`src/hw/ccr_map.vh`:
```
// register indices, field positions, codes and reset values of the comparator control bank
`ifndef CCR_MAP_VH
`define CCR_MAP_VH

// register indices; the Avalon byte address is four times the index
`define CCR_IDX_DAC 8'h31
`define CCR_IDX_BUS_CFG 8'h61
`define CCR_IDX_RD_CLR 8'h78
`define CCR_IDX_IN_SEL 8'h79
`define CCR_IDX_ENABLE 8'h7A
`define CCR_IDX_IRQ_STAT 8'h80
`define CCR_IDX_IRQ_MASK 8'h81

// current dac code register
`define CCR_DAC_MSB 6
`define CCR_RST_DAC 7'h00

// analog bus configuration register
`define CCR_OVR_BIT 5
`define CCR_CAP_MSB 1
`define CCR_CAP_LSB 0
`define CCR_RST_OVR 1'h0
`define CCR_RST_CAP 2'h0

// comparator read and clear register
`define CCR_LIVE1_BIT 5
`define CCR_LIVE0_BIT 4
`define CCR_LATCH1_BIT 1
`define CCR_LATCH0_BIT 0
`define CCR_RST_LATCH 1'h0

// comparator input select register
`define CCR_P1_MSB 7
`define CCR_P1_LSB 6
`define CCR_N1_MSB 5
`define CCR_N1_LSB 4
`define CCR_P0_MSB 3
`define CCR_P0_LSB 2
`define CCR_N0_MSB 1
`define CCR_N0_LSB 0
`define CCR_RST_IN_SEL 8'h00
`define CCR_POS_BUS 2'h0
`define CCR_POS_PIN_FIRST 2'h2
`define CCR_POS_PIN_SECOND 2'h3
`define CCR_NEG_VREF 2'h0
`define CCR_NEG_LO 2'h1
`define CCR_NEG_HI 2'h2

// comparator enable register
`define CCR_EN1_BIT 4
`define CCR_EN0_BIT 0
`define CCR_RST_EN 1'h0

// interrupt status and mask: bit 0 latch 0 set, bit 1 latch 1 set
`define CCR_IRQ_W 2
`define CCR_RST_IRQ 2'h0

`endif

```
`src/hw/ccr_regs.v`:
```
// comparator, current dac and analog bus control register bank with Avalon-MM slave
`include "ccr_map.vh"

// Overview of operation
// - seven-bit current dac code, reset zero, driven to the current dac
// - override bit 5 lets sense clock run regardless of counter enable
// - capacitor select: none, first pin, second pin, both pins
// - status bits 5 and 4 show live comparator outputs, zero when disabled
// - bit 1 shows latch 1; cleared by zero write or latch reset source
// - bit 0 shows latch 0; cleared by zero write or latch reset source
// - positive select: 00 bus, 10 first pin, 11 second pin, 01 reserved
// - negative select: 00 fixed ref, 01 low ref, 10 high ref, 11 reserved
// - enable bits 4 and 0 power comparators 1 and 0, reset zero
// - reset source 0 means zero write, 1 means other logic output rising
module ccr_regs (
  input wire sys_clk,
  input wire reset,
  input wire [9:0] avs_address,
  input wire avs_read,
  input wire avs_write,
  input wire [31:0] avs_writedata,
  input wire [3:0] avs_byteenable,
  output reg [31:0] avs_readdata,
  output reg avs_waitrequest,
  input wire comp0_raw,
  input wire comp1_raw,
  input wire comp0_logic_function_output,
  input wire comp1_logic_function_output,
  input wire comp0_latch_reset_source,
  input wire comp1_latch_reset_source,
  input wire sense_counter_enable,
  output reg [6:0] current_dac_value,
  output reg sense_clock_run,
  output reg cap_pin_first_en,
  output reg cap_pin_second_en,
  output reg comp0_pos_bus,
  output reg comp0_pos_pin_first,
  output reg comp0_pos_pin_second,
  output reg comp0_neg_vref,
  output reg comp0_neg_lo,
  output reg comp0_neg_hi,
  output reg comp1_pos_bus,
  output reg comp1_pos_pin_first,
  output reg comp1_pos_pin_second,
  output reg comp1_neg_vref,
  output reg comp1_neg_lo,
  output reg comp1_neg_hi,
  output reg comp0_power_enable,
  output reg comp1_power_enable,
  output reg comp0_latch_state,
  output reg comp1_latch_state,
  output reg irq
);

  // one-hot {second pin, first pin, bus}; reserved code selects nothing
  function [2:0] pos_dec;
    input [1:0] code;
    begin
      case (code)
        `CCR_POS_BUS: pos_dec = 3'h1;
        `CCR_POS_PIN_FIRST: pos_dec = 3'h2;
        `CCR_POS_PIN_SECOND: pos_dec = 3'h4;
        default: pos_dec = 3'h0;
      endcase
    end
  endfunction

  // one-hot {high, low, fixed}; reserved code selects nothing
  function [2:0] neg_dec;
    input [1:0] code;
    begin
      case (code)
        `CCR_NEG_VREF: neg_dec = 3'h1;
        `CCR_NEG_LO: neg_dec = 3'h2;
        `CCR_NEG_HI: neg_dec = 3'h4;
        default: neg_dec = 3'h0;
      endcase
    end
  endfunction

  // write strobe for one register index, low byte lane only
  function wr_hit;
    input commit;
    input [7:0] idx;
    input [7:0] target;
    begin
      wr_hit = commit && (idx == target);
    end
  endfunction

  reg prox_override_q;
  reg [1:0] cap_sel_q;
  reg [7:0] in_sel_q;
  reg [1:0] irq_stat_q;
  reg [1:0] irq_mask_q;
  reg c0_s1_q;
  reg c0_s2_q;
  reg c1_s1_q;
  reg c1_s2_q;
  reg lf0_s1_q;
  reg lf0_s2_q;
  reg lf0_prev_q;
  reg lf1_s1_q;
  reg lf1_s2_q;
  reg lf1_prev_q;
  reg [7:0] rd_byte;
  reg latch0_d;
  reg latch1_d;
  reg [1:0] irq_stat_d;

  wire [7:0] idx = avs_address[9:2];
  wire req = avs_read | avs_write;
  // a write lands only at the edge where the master sees waitrequest low
  wire commit = avs_write & ~avs_waitrequest & avs_byteenable[0];
  wire [7:0] wbyte = avs_writedata[7:0];
  wire wr_dac = wr_hit(commit, idx, `CCR_IDX_DAC);
  wire wr_bus_cfg = wr_hit(commit, idx, `CCR_IDX_BUS_CFG);
  wire wr_rd_clr = wr_hit(commit, idx, `CCR_IDX_RD_CLR);
  wire wr_in_sel = wr_hit(commit, idx, `CCR_IDX_IN_SEL);
  wire wr_enable = wr_hit(commit, idx, `CCR_IDX_ENABLE);
  wire wr_irq_stat = wr_hit(commit, idx, `CCR_IDX_IRQ_STAT);
  wire wr_irq_mask = wr_hit(commit, idx, `CCR_IDX_IRQ_MASK);

  wire live0 = comp0_power_enable & c0_s2_q;
  wire live1 = comp1_power_enable & c1_s2_q;
  // edges are taken after the second stage, so a metastable first stage never feeds them
  wire lf0_rise = lf0_s2_q & ~lf0_prev_q;
  wire lf1_rise = lf1_s2_q & ~lf1_prev_q;
  wire [2:0] p0_oh = pos_dec(in_sel_q[`CCR_P0_MSB:`CCR_P0_LSB]);
  wire [2:0] n0_oh = neg_dec(in_sel_q[`CCR_N0_MSB:`CCR_N0_LSB]);
  wire [2:0] p1_oh = pos_dec(in_sel_q[`CCR_P1_MSB:`CCR_P1_LSB]);
  wire [2:0] n1_oh = neg_dec(in_sel_q[`CCR_N1_MSB:`CCR_N1_LSB]);

  // analog comparator and logic outputs are asynchronous to sys_clk
  always @(posedge sys_clk)
  begin
    if (reset)
    begin
      c0_s1_q <= 1'h0;
      c0_s2_q <= 1'h0;
      c1_s1_q <= 1'h0;
      c1_s2_q <= 1'h0;
      lf0_s1_q <= 1'h0;
      lf0_s2_q <= 1'h0;
      lf0_prev_q <= 1'h0;
      lf1_s1_q <= 1'h0;
      lf1_s2_q <= 1'h0;
      lf1_prev_q <= 1'h0;
    end
    else
    begin
      c0_s1_q <= comp0_raw;
      c0_s2_q <= c0_s1_q;
      c1_s1_q <= comp1_raw;
      c1_s2_q <= c1_s1_q;
      lf0_s1_q <= comp0_logic_function_output;
      lf0_s2_q <= lf0_s1_q;
      lf0_prev_q <= lf0_s2_q;
      lf1_s1_q <= comp1_logic_function_output;
      lf1_s2_q <= lf1_s1_q;
      lf1_prev_q <= lf1_s2_q;
    end
  end

  // latch next state: set wins over any clear in the same cycle
  always @*
  begin
    latch0_d = comp0_latch_state;
    latch1_d = comp1_latch_state;
    if (comp0_latch_reset_source)
    begin
      if (lf1_rise)
        latch0_d = 1'h0;
    end
    else if (wr_rd_clr && !wbyte[`CCR_LATCH0_BIT])
    begin
      latch0_d = 1'h0;
    end
    if (comp1_latch_reset_source)
    begin
      if (lf0_rise)
        latch1_d = 1'h0;
    end
    else if (wr_rd_clr && !wbyte[`CCR_LATCH1_BIT])
    begin
      latch1_d = 1'h0;
    end
    // an enabled comparator held high keeps its latch set; a clear only sticks once it drops or is disabled
    if (live0)
      latch0_d = 1'h1;
    if (live1)
      latch1_d = 1'h1;
  end

  // sticky latch-set events, write one to clear, new event beats the clear
  always @*
  begin
    irq_stat_d = irq_stat_q;
    if (wr_irq_stat)
      irq_stat_d = irq_stat_q & ~wbyte[1:0];
    irq_stat_d = irq_stat_d | {live1 & ~comp1_latch_state, live0 & ~comp0_latch_state};
  end

  always @(posedge sys_clk)
  begin
    if (reset)
    begin
      current_dac_value <= `CCR_RST_DAC;
      prox_override_q <= `CCR_RST_OVR;
      cap_sel_q <= `CCR_RST_CAP;
      in_sel_q <= `CCR_RST_IN_SEL;
      comp0_power_enable <= `CCR_RST_EN;
      comp1_power_enable <= `CCR_RST_EN;
      comp0_latch_state <= `CCR_RST_LATCH;
      comp1_latch_state <= `CCR_RST_LATCH;
      irq_stat_q <= `CCR_RST_IRQ;
      irq_mask_q <= `CCR_RST_IRQ;
      irq <= 1'h0;
    end
    else
    begin
      if (wr_dac)
        current_dac_value <= wbyte[`CCR_DAC_MSB:0];
      // reserved bits are simply not stored, so a careless write is harmless
      if (wr_bus_cfg)
      begin
        prox_override_q <= wbyte[`CCR_OVR_BIT];
        cap_sel_q <= wbyte[`CCR_CAP_MSB:`CCR_CAP_LSB];
      end
      if (wr_in_sel)
        in_sel_q <= wbyte;
      if (wr_enable)
      begin
        comp0_power_enable <= wbyte[`CCR_EN0_BIT];
        comp1_power_enable <= wbyte[`CCR_EN1_BIT];
      end
      comp0_latch_state <= latch0_d;
      comp1_latch_state <= latch1_d;
      irq_stat_q <= irq_stat_d;
      if (wr_irq_mask)
        irq_mask_q <= wbyte[1:0];
      // built from next status and mask so the line moves in step with them
      irq <= |(irq_stat_d & (wr_irq_mask ? wbyte[1:0] : irq_mask_q));
    end
  end

  // decoded analog controls, one cycle behind the register they follow
  always @(posedge sys_clk)
  begin
    if (reset)
    begin
      sense_clock_run <= 1'h0;
      cap_pin_first_en <= 1'h0;
      cap_pin_second_en <= 1'h0;
      comp0_pos_bus <= 1'h0;
      comp0_pos_pin_first <= 1'h0;
      comp0_pos_pin_second <= 1'h0;
      comp0_neg_vref <= 1'h0;
      comp0_neg_lo <= 1'h0;
      comp0_neg_hi <= 1'h0;
      comp1_pos_bus <= 1'h0;
      comp1_pos_pin_first <= 1'h0;
      comp1_pos_pin_second <= 1'h0;
      comp1_neg_vref <= 1'h0;
      comp1_neg_lo <= 1'h0;
      comp1_neg_hi <= 1'h0;
    end
    else
    begin
      sense_clock_run <= prox_override_q | sense_counter_enable;
      cap_pin_first_en <= cap_sel_q[0];
      cap_pin_second_en <= cap_sel_q[1];
      comp0_pos_bus <= p0_oh[0];
      comp0_pos_pin_first <= p0_oh[1];
      comp0_pos_pin_second <= p0_oh[2];
      comp0_neg_vref <= n0_oh[0];
      comp0_neg_lo <= n0_oh[1];
      comp0_neg_hi <= n0_oh[2];
      comp1_pos_bus <= p1_oh[0];
      comp1_pos_pin_first <= p1_oh[1];
      comp1_pos_pin_second <= p1_oh[2];
      comp1_neg_vref <= n1_oh[0];
      comp1_neg_lo <= n1_oh[1];
      comp1_neg_hi <= n1_oh[2];
    end
  end

  // read mux; unmapped indices and reserved bits read as zero
  always @*
  begin
    rd_byte = 8'h00;
    case (idx)
      `CCR_IDX_DAC: rd_byte = {1'h0, current_dac_value};
      `CCR_IDX_BUS_CFG:
      begin
        rd_byte[`CCR_OVR_BIT] = prox_override_q;
        rd_byte[`CCR_CAP_MSB:`CCR_CAP_LSB] = cap_sel_q;
      end
      `CCR_IDX_RD_CLR:
      begin
        rd_byte[`CCR_LIVE1_BIT] = live1;
        rd_byte[`CCR_LIVE0_BIT] = live0;
        rd_byte[`CCR_LATCH1_BIT] = comp1_latch_state;
        rd_byte[`CCR_LATCH0_BIT] = comp0_latch_state;
      end
      `CCR_IDX_IN_SEL: rd_byte = in_sel_q;
      `CCR_IDX_ENABLE:
      begin
        rd_byte[`CCR_EN1_BIT] = comp1_power_enable;
        rd_byte[`CCR_EN0_BIT] = comp0_power_enable;
      end
      `CCR_IDX_IRQ_STAT: rd_byte = {6'h00, irq_stat_q};
      `CCR_IDX_IRQ_MASK: rd_byte = {6'h00, irq_mask_q};
      default: rd_byte = 8'h00;
    endcase
  end

  // fixed two-cycle handshake: waitrequest drops for exactly one cycle
  always @(posedge sys_clk)
  begin
    if (reset)
    begin
      avs_waitrequest <= 1'h1;
      avs_readdata <= 32'h00000000;
    end
    else if (avs_waitrequest)
    begin
      if (req)
      begin
        avs_waitrequest <= 1'h0;
        // captured when taken and then held, so it is steady while waitrequest is low
        avs_readdata <= avs_read ? {24'h000000, rd_byte} : 32'h00000000;
      end
    end
    else
    begin
      avs_waitrequest <= 1'h1;
    end
  end

endmodule // ccr_regs

```
`config.mk`:
```
export PLATFORM = sky130hd
export DESIGN_NAME = ccr_regs
export DESIGN_NICKNAME = d
export VERILOG_FILES = /design/src/hw/ccr_regs.v
export VERILOG_INCLUDE_DIRS = /design/src /design/src/hw
export SDC_FILE = /design/constraint.sdc
export NUM_CORES = 1
export LEC_CHECK = 0
export BUFFER_PORTS_ARGS = -buffer_cell sky130_fd_sc_hd__buf_2
export CAP_MARGIN = 15
export CORE_MARGIN = 10
export CORE_UTILIZATION = 46
export CTS_BUF_LIST = sky130_fd_sc_hd__clkbuf_4
export DETAILED_ROUTE_END_ITERATION = 6
export PLACE_DENSITY = 0.89
export SYNTH_ARGS = -nofsm -noshare
export SYNTH_HDL_FRONTEND = slang
export SYNTH_SLANG_ARGS = --single-unit
```
`constraint.sdc`:
```
create_clock -name sys_clk -period 3.2 [get_ports sys_clk]
set_input_delay 0.16 -clock sys_clk [delete_from_list [all_inputs] [get_ports sys_clk]]
set_output_delay 0.16 -clock sys_clk [all_outputs]
set_load 0.02 [all_outputs]
```
== After elaboration in Yosys (flattened, before gate mapping) ==
Index checks and enable logic that the tools add are counted.

* Input port bits: 57
* Word-level logic and storage cells: 118
* Output and inout port bits: 60
* Flip-flop bits (word level): 85

* Bitwise gates (word level): 19
* Reductions and logical operators: 22
* Equal/unequal tests: 17
* Mux-type cells: 22

{| class="wikitable"
|+ Operator list
! operator !! number
|-
| $pmux 3 s3 || 4
|-
| $eq 8x7->1 const B || 4
|-
| $eq 8x8->1 const B || 2
|-
| $eq 2x2->1 const B || 6
|-
| $logic_and 1x1->1 || 9
|-
| $mux 1 || 9
|-
| $and 1x1->1 || 8
|-
| $eq 8x6->1 const B || 1
|-
| $logic_not 2->1 || 4
|-
| $mux 8 || 1
|-
| $pmux 1 s4 || 2
|-
| $pmux 2 s2 || 2
|-
| $pmux 1 s7 || 1
|-
| $ne 3x1->1 const B || 2
|-
| $pmux 1 s6 || 1
|-
| $reduce_and 2->1 || 3
|-
| $reduce_bool 3->1 || 2
|-
| $not 1->1 || 5
|-
| $and 2x2->2 || 2
|-
| $eq 2x1->1 const B || 2
|-
| $mux 2 || 2
|-
| $reduce_or 2->1 || 2
|-
| $logic_not 1->1 || 2
|-
| $not 2->2 || 1
|-
| other kinds (2) || 3
|}

== Logic depth before layout (Yosys ltp) ==
Gate-level depths: netlist (run 1).

* Word-level depth: 8
* Gate-level depth with buffers: 6
* Depth with buffers taken out: 5

== Worst setup path before layout (run 1) ==
Ideal clock, no wire load.

* Kind: register to register
* Start: reg avs_waitrequest
* End: reg comp0_power_enable
* Setup slack: 1.679 ns
* Library setup time: 0.128 ns
* Stages on the path, launching flop included: 6
* Required time: 3.072 ns
* Period minus slack after synthesis: 1.521 ns
* Arrival: 1.394 ns
* Buffers on the path: 0
* Cells stage by stage: dfxtp_1 > nor4bb_1 > nand2_1 > or2_2 > mux2i_1 > nor2_1

* Word-level cells in the longest chain between the ends: 4

{| class="wikitable"
|+ Ends and longest elaborated chain
! item !! RTL line !! RTL
|-
| start, declared || ccr_regs.v:24 || <nowiki>output reg avs_waitrequest,</nowiki>
|-
| start signal, assigned || ccr_regs.v:323 || <nowiki>avs_waitrequest <= 1'h1;</nowiki>
|-
| start signal, assigned || ccr_regs.v:330 || <nowiki>avs_waitrequest <= 1'h0;</nowiki>
|-
| start signal, assigned || ccr_regs.v:337 || <nowiki>avs_waitrequest <= 1'h1;</nowiki>
|-
| $not 1->1 (no source line) || n/a ||
|-
| $and 1x1->1 (2 in a row) || ccr_regs.v:114 || <nowiki>wire commit = avs_write & ~avs_waitrequest & avs_byteenable[0];</nowiki>
|-
| $logic_and 1x1->1 || ccr_regs.v:87 || <nowiki>wr_hit = commit && (idx == target);</nowiki>
|-
| end signal, assigned || ccr_regs.v:212 || <nowiki>comp0_power_enable <= `CCR_RST_EN;</nowiki>
|-
| end signal, assigned || ccr_regs.v:234 || <nowiki>comp0_power_enable <= wbyte[`CCR_EN0_BIT];</nowiki>
|-
| end, declared || ccr_regs.v:48 || <nowiki>output reg comp0_power_enable,</nowiki>
|}

No other way between the ends.
A chain may end at the register's enable or synchronous reset.

== Worst setup path after layout (run 1) ==
* Start: reg avs_waitrequest
* End: reg irq

* Word-level cells in the longest chain between the ends: 8
* Elaborated cells between the ends (all ways): 10
* Classes of those cells: mux (2); bitwise (5); reduce/logical (3)

{| class="wikitable"
|+ Ends and longest elaborated chain
! item !! RTL line !! RTL
|-
| $not 1->1 (no source line) (*) || n/a ||
|-
| $and 1x1->1 (*) (2 in a row) || ccr_regs.v:114 ||
|-
| $logic_and 1x1->1 || ccr_regs.v:87 ||
|-
| $mux 2 || ccr_regs.v:199 || <nowiki>if (wr_irq_stat)</nowiki>
|-
| $or 2x2->2 || ccr_regs.v:201 || <nowiki>irq_stat_d = irq_stat_d | {live1 & ~comp1_latch_state, live0 & ~comp0_latch_state};</nowiki>
|-
| $and 2x2->2 (*) || ccr_regs.v:243 || <nowiki>irq <= |(irq_stat_d & (wr_irq_mask ? wbyte[1:0] : irq_mask_q));</nowiki>
|-
| $reduce_or 2->1 (*) || ccr_regs.v:243 ||
|-
| end signal, assigned || ccr_regs.v:243 ||
|-
| end, declared || ccr_regs.v:52 || <nowiki>output reg irq</nowiki>
|}

Mark *: on every way between the ends. The rest lies on a longest branch, timed or not.

==> key figures, run 1 <==
Outcome
  • Status: completed

Global routing
  • Total grt overflow: 0
  • GRT Util Overall: 14.5%
  • Initial antenna violation count: 0
  • First-pass GRT wire length: 10100 um
  • Vias in the first global route: 2098
  • Largest net degree at the start of global routing: 44

Timing
  • Setup_tns: 0 ns
  • Crit share post-route: between 50% and 60%
  • Post-route worst setup slack: roughly 1.5 ns
  • Rel. slew slack: a little under three fifths
  • Least-Margin Pin Slew: ~0.65 ns
  • Unrepaired setup endpoints after global routing: false
  • Worst Clk Skew: 0.0127 ns
  • Final hold violation count: 0
  • Max-slew violation count: 0
  • Fmax: around 0.58 GHz
  • Post-layout min period: 1.73 ns
  • Final setup viols: 0

Critical path
  • R2R Setup Slk: 1.47 ns
  • Crit path launch type: register
  • Data arrival, critical path: roughly 2 ns
  • Critical Path RT: 3.49 ns
  • CP Capture Type: register
  • Length in cells of the worst reg-to-reg path: 5
  • Critical R2R Launch: avs_waitrequest
  • WS Path Type: register to register
  • Crit Path Max Fanout: 5
  • Reg2reg end: irq

Placed design
  • Final GP Congestion: 0.865
  • Hpwl dp: roughly 4700 um
  • Port Buffers: 63
  • Setup WS pre-CTS: 1.25 ns

Pwr
  • Peak supply drop: 0.307 mV
  • Cell Pwr Density: 492 nW/um2
  • Total Power: 1.51 mW
  • P_leak: 1.43 nW

Yosys
  • Yosys top cell by area: dfxtp_1
  • Async set-reset flop share out of synthesis: 0%
  • Post-Syn Instances: between 200 and 300
  • Synth Warn #: 0
  • Post-synthesis sequential area ratio: 48.1%
  • #FFs+latches synth: 61
  • Commonest cells in the netlist: 61 x dfxtp_1, 35 x nor2_1, 25 x buf_4
  • Yosys top cell area share: 48.1%
  • Synth cell types: 43
  • Top FF cell, synth: dfxtp_1
  • Mapped Area: 2540 um2
  • Most instantiated library cell after synthesis: dfxtp_1
  • Syn avg cell area: between 9 and 10 um2
  • Synth area leaders: dfxtp_1 48%, mux2i_1 9.5%, buf_4 7.4%, nor2_1 5.2%, nor2b_1 4.2%
  • EDFF count, synth: 0

Drt
  • Post-route ant nets: 0
  • Routed wire per std cell: 15.3 um
  • Drt total wl: 6350 um
  • Residual DRC: 0
  • Vias per Instance: 4.94
  • Vias: around 2100
  • Initial DRC Count: 111
  • Pre-Repair DR Iteration Count: 4

Final layout
  • Final core utilization: 56.5%
  • N_diodes: 0
  • Area growth, synth to finish: 20.8%
  • Final #Nets: between 300 and 400
  • Share of layout cells above drive strength 1: about 26%

Clock network
  • Sinks on the clock net: 61
  • CTS buffer count: 9
  • H-tree depth: 3
  • CTS tree: yes
  • CTS max path bufs: 2
  • Clk root buf: clkbuf_4
  • Clock latency on the worst-skew pair: 0.41 ns
  • CTS clk-pin slew, worst paths: 0.11 ns

Hold path
  • Hold path depth: 3
  • Hold path endpoint: in_sel_q[3]
  • Min-delay worst type: input pin to register
  • Hold_sp: avs_writedata[3]

Floorplanning
  • I/O pin cnt: 117
  • Die W: 94.3 um
  • Core footprint: 5440 um2
  • Die area: 8900 um2
  • # rows: 27
  • Initial Util: around 47%
  • Chip Height: 94.3 um

Run
  • Max-cap viol count: 0
-- routing by layer --
layer	routed length, um	part of all wire, %	global-route usage (%)
met1	2580	41	16.6
met4	127	2.0	7.97
met3	598	9.4	6.87
met2	3050	48	21.7
met5	0	0	0
-- power breakdown --
part,internal [mW],switching (mW),total [mW]
Clock,0.319,0.304,0.623
Combinational,0.0358,0.0814,0.117
Sequential,0.769,0.00312,0.772
Total,1.12,0.388,1.51
-- registers in the layout, summed over array words and instances (netlist names), 2 cells and up --
name and flops:
current_dac_value 7, irq_stat_q 2, irq_mask_q 2, cap_sel_q 2, in_sel_q 8, avs_readdata 8
-- logic make-up after synthesis --
logic type             share of synthesized area, %
AND/OR/NAND/NOR                                23.3
flip-flops                                     48.1
multiplexers                                   9.45
buffers and inverters                          9.06
AO/OA/AOI/OAI                                  10.0
other                                         0.148
-- worst max-delay path by stage --
stage                          startpoint                    to  slack, ns  depth (start not counted)
final                     avs_waitrequest                   irq       1.47                          5
after CTS                 avs_waitrequest                   irq       1.47                          5
after detailed placement   avs_address[2]  current_dac_value[1]       1.25                          6
after global placement     avs_address[2]  current_dac_value[5]       1.31                          6
after global routing      avs_waitrequest                   irq       1.38                          5
after floorplan           avs_waitrequest    comp0_power_enable       1.68                          5
-- cells in the final DEF (no fill, tap or decap), drive strengths merged, types with 2 or more instances in the layout --
master,instances
nor3b,6
a31o,2
clkbuf,9
nand3,4
nor2,35
a21oi,9
nor2b,17
bufinv,2
mux2i,24
clkinv,2
buf,65
nand2,18
nand2b,3
dlygate4sd3,8
o21ai,6
a22oi,4
a22o,2
dfxtp,61
nand3b,4
clkinvlp,2
inv,3
conb,24
nor3,7
o31ai,2
and3,3
nor4b,2
nor4bb,2
o21a,3
nand4,3
-- through the flow --
step	hold slack (ns)	std cells	area (um2)
2_1_floorplan	0.276	289	2630
3_3_place_gp	0.371	392	2830
3_5_place_dp	0.372	392	2830
4_1_cts	0.00211	416	3070
5_1_grt	0.000246	416	3070
6_report	0.0110	416	3070
-- worst max-delay path: stages (launching register included) --
cell,delay (ns)
dfxtp_1,0.36
nor4bb_1,0.60
and3_1,0.28
nand2_1,0.06
a21oi_1,0.19
o32ai_1,0.11
-- cell type report --
class / instances / area [um2]
fillers: 487 / 2370
clock inverters: 7 / 97.6
inverters: 2 / 7.51
well taps: 72 / 90.1
repair buffers: 73 / 410
clock buffers: 9 / 67.6
multi-input cells: 192 / 1180
flip-flops and latches: 61 / 1220
-- repair_timing --
action	in CTS	in global routing
gates resized for setup	0	0
hold endpoints to repair	9	0
hold buffers	8	0
setup buffers	0	0
endpoints found under the setup margin	0	0
(Power assumes the default switching activity.)
==> run 2: changes to the inputs <==
Clock period 3.2 ns to 1.6 ns, I/O delays scaled along.
==> key figures, run 2 (same netlist as run 1, synthesis figures left out) <==
Outcome
  • Status: completed

Floorplanning
  • Chip Height: 94.3 um
  • I/O pin cnt: 117
  • # rows: 27
  • Initial Util: 46.7%
  • Die W: approximately 94 um
  • Die area: 8900 um2
  • Core footprint: 5440 um2

Timing
  • Final setup viols: 0
  • Setup_tns: 0 ns
  • Fmax: between 0.6 and 0.7 GHz
  • Final hold violation count: 0
  • Worst hold slack: 0.0489 ns
  • Post-layout min period: 1.49 ns
  • Max-slew violation count: 0
  • Crit share post-route: 93.1%
  • Unrepaired setup endpoints after global routing: false
  • Worst Clk Skew: 0.00715 ns

Global routing
  • Total grt overflow: 0
  • GRT Util Overall: between 10% and 20%
  • Initial antenna violation count: 0
  • Largest net degree at the start of global routing: 27
  • Vias in the first global route: between 2000 and 2500
  • First-pass GRT wire length: 10200 um

Final layout
  • Most common cell after layout, fill and taps aside: buf_2
  • Area growth, synth to finish: 26.5%
  • Reg area: 1220 um2
  • Final #Nets: 409
  • Share of layout cells above drive strength 1: 28.3%
  • Multi-input gate area: approximately 1200 um2
  • FILL cells: 508
  • Most frequent cells in the layout: 63 x buf_2, 60 x dfxtp_1, 35 x nor2_1
  • Biggest regs: avs_readdata: 8 flops, in_sel_q: 8 flops, current_dac_value: 7 flops

Placed design
  • Final GP Congestion: 0.898
  • Port Buffers: 63
  • Hpwl dp: 4870 um

Pwr
  • P_leak: 1.49 nW
  • Peak supply drop: around 0.6 mV
  • Cell Pwr Density: 943 nW/um2

Hold path
  • Hold path depth: 2
  • Hold path endpoint: irq_mask_q[1]
  • Min-delay worst type: input pin to register
  • Hold_sp: reset

Clock network
  • Clock latency on the worst-skew pair: 0.41 ns
  • CTS max path bufs: 2
  • CTS buffer count: 9
  • CTS tree: yes
  • H-tree depth: 3
  • Sinks on the clock net: 61
  • Clk root buf: clkbuf_4
  • Post-CTS setup buffer count: 0
  • CTS clk-pin slew, worst paths: 0.11 ns

Drt
  • Vias per Instance: 5.04
  • Drt total wl: 6540 um
  • Pre-Repair DR Iteration Count: 4
  • Post-route ant nets: 0
  • Routed wire per std cell: 15.2 um
  • Residual DRC: 0
  • Vias: 2166
  • Initial DRC Count: between 150 and 200

Run
  • Max-cap viol count: 0

Critical path
  • CP Capture Type: register
  • Worst setup path start: avs_waitrequest
  • R2R Setup Slk: 0.11 ns
  • Length in cells of the worst reg-to-reg path: 6
  • WS Path Type: register to register
  • Crit path launch type: register
  • Critical R2R Launch: avs_waitrequest
  • Reg2reg end: comp1_power_enable
  • Critical Path RT: 1.90 ns
  • Crit Path Max Fanout: 5
  • Data arrival, critical path: 1.79 ns
-- run 2: cell count changes in the layout (fill, tap and decap cells not counted) --
| cell | before | now |
|---|---|---|
| nor4bb_2 | 0 | 1 |
| nand3_2 | 1 | 0 |
| nor2b_4 | 0 | 1 |
| nor4bb_1 | 2 | 1 |
| nand3_4 | 0 | 1 |
| diode_2 | 0 | 1 |
| nor2b_1 | 17 | 16 |
| buf_12 | 0 | 1 |
| dlygate4sd3_1 | 8 | 12 |
| dfxtp_1 | 61 | 60 |
| buf_4 | 2 | 10 |
| dfxtp_2 | 0 | 1 |
-- run 2: worst max-delay path, cell delays in order, from the launching register on --
cell and delay [ns]:
dfxtp_2 0.35, nor4bb_2 0.27, buf_4 0.17, nand2_1 0.05, or2_2 0.31, mux2i_1 0.18, nor2_1 0.06
-- run 2: worst max-delay path by stage --
stage | to | slack (ns) | cells after the start
global placement | current_dac_value[1] | 0.04 | 5
finish | comp1_power_enable | 0.11 | 6
floorplan | comp0_power_enable | 0.08 | 5
global route | comp1_power_enable | 0.02 | 6
CTS | cap_sel_q[0] | 0.01 | 5
detailed placement | current_dac_value[5] | 0.001 | 5
-- run 2: layer usage --
| layer | GRT usage (%) | share of wire [%] |
|---|---|---|
| met4 | 7.09 | 1.7 |
| met1 | 16.7 | 41 |
| met5 | 0 | 0 |
| met2 | 23.2 | 48 |
| met3 | 6.24 | 9.3 |
-- run 2: stage by stage --
stage / area (um2) / utilization, % / total power [mW] / instances / setup WS, ns
after floorplan: 2630 / - / 1.76 / 289 / 0.0789
after global placement: 2910 / 53.4 / 1.80 / 401 / 0.0431
after detailed placement: 2910 / 53.4 / 1.80 / 401 / 0.00115
after CTS: 3200 / 58.8 / 3.05 / 429 / 0.0114
after global routing: 3210 / 59.1 / 3.15 / 429 / 0.0183
final: 3220 / 59.1 / 3.03 / 430 / 0.110
-- run 2: timing repair --
action / CTS / global route
hold endpoints to repair: 19 / 0
setup endpoints to repair: 4 / 15
gates resized for setup: 1 / 4
hold buffers: 12 / 0
pin swaps: 0 / 0
-- run 2: area by class of cell --
class                      instances  area share (%)
multi-input combinational        192            37.2
clock buffer                       9            2.10
tap                               72            2.80
clock inverter                     7            3.04
antenna                            1          0.0778
inverter                           2           0.233
timing repair buffer              86            16.5
sequential                        61            38.0
-- run 2: power breakdown --
group | internal, mW | switching, mW
Sequential | 1.54 | 0.00687
Clock | 0.638 | 0.594
Combinational | 0.0877 | 0.168
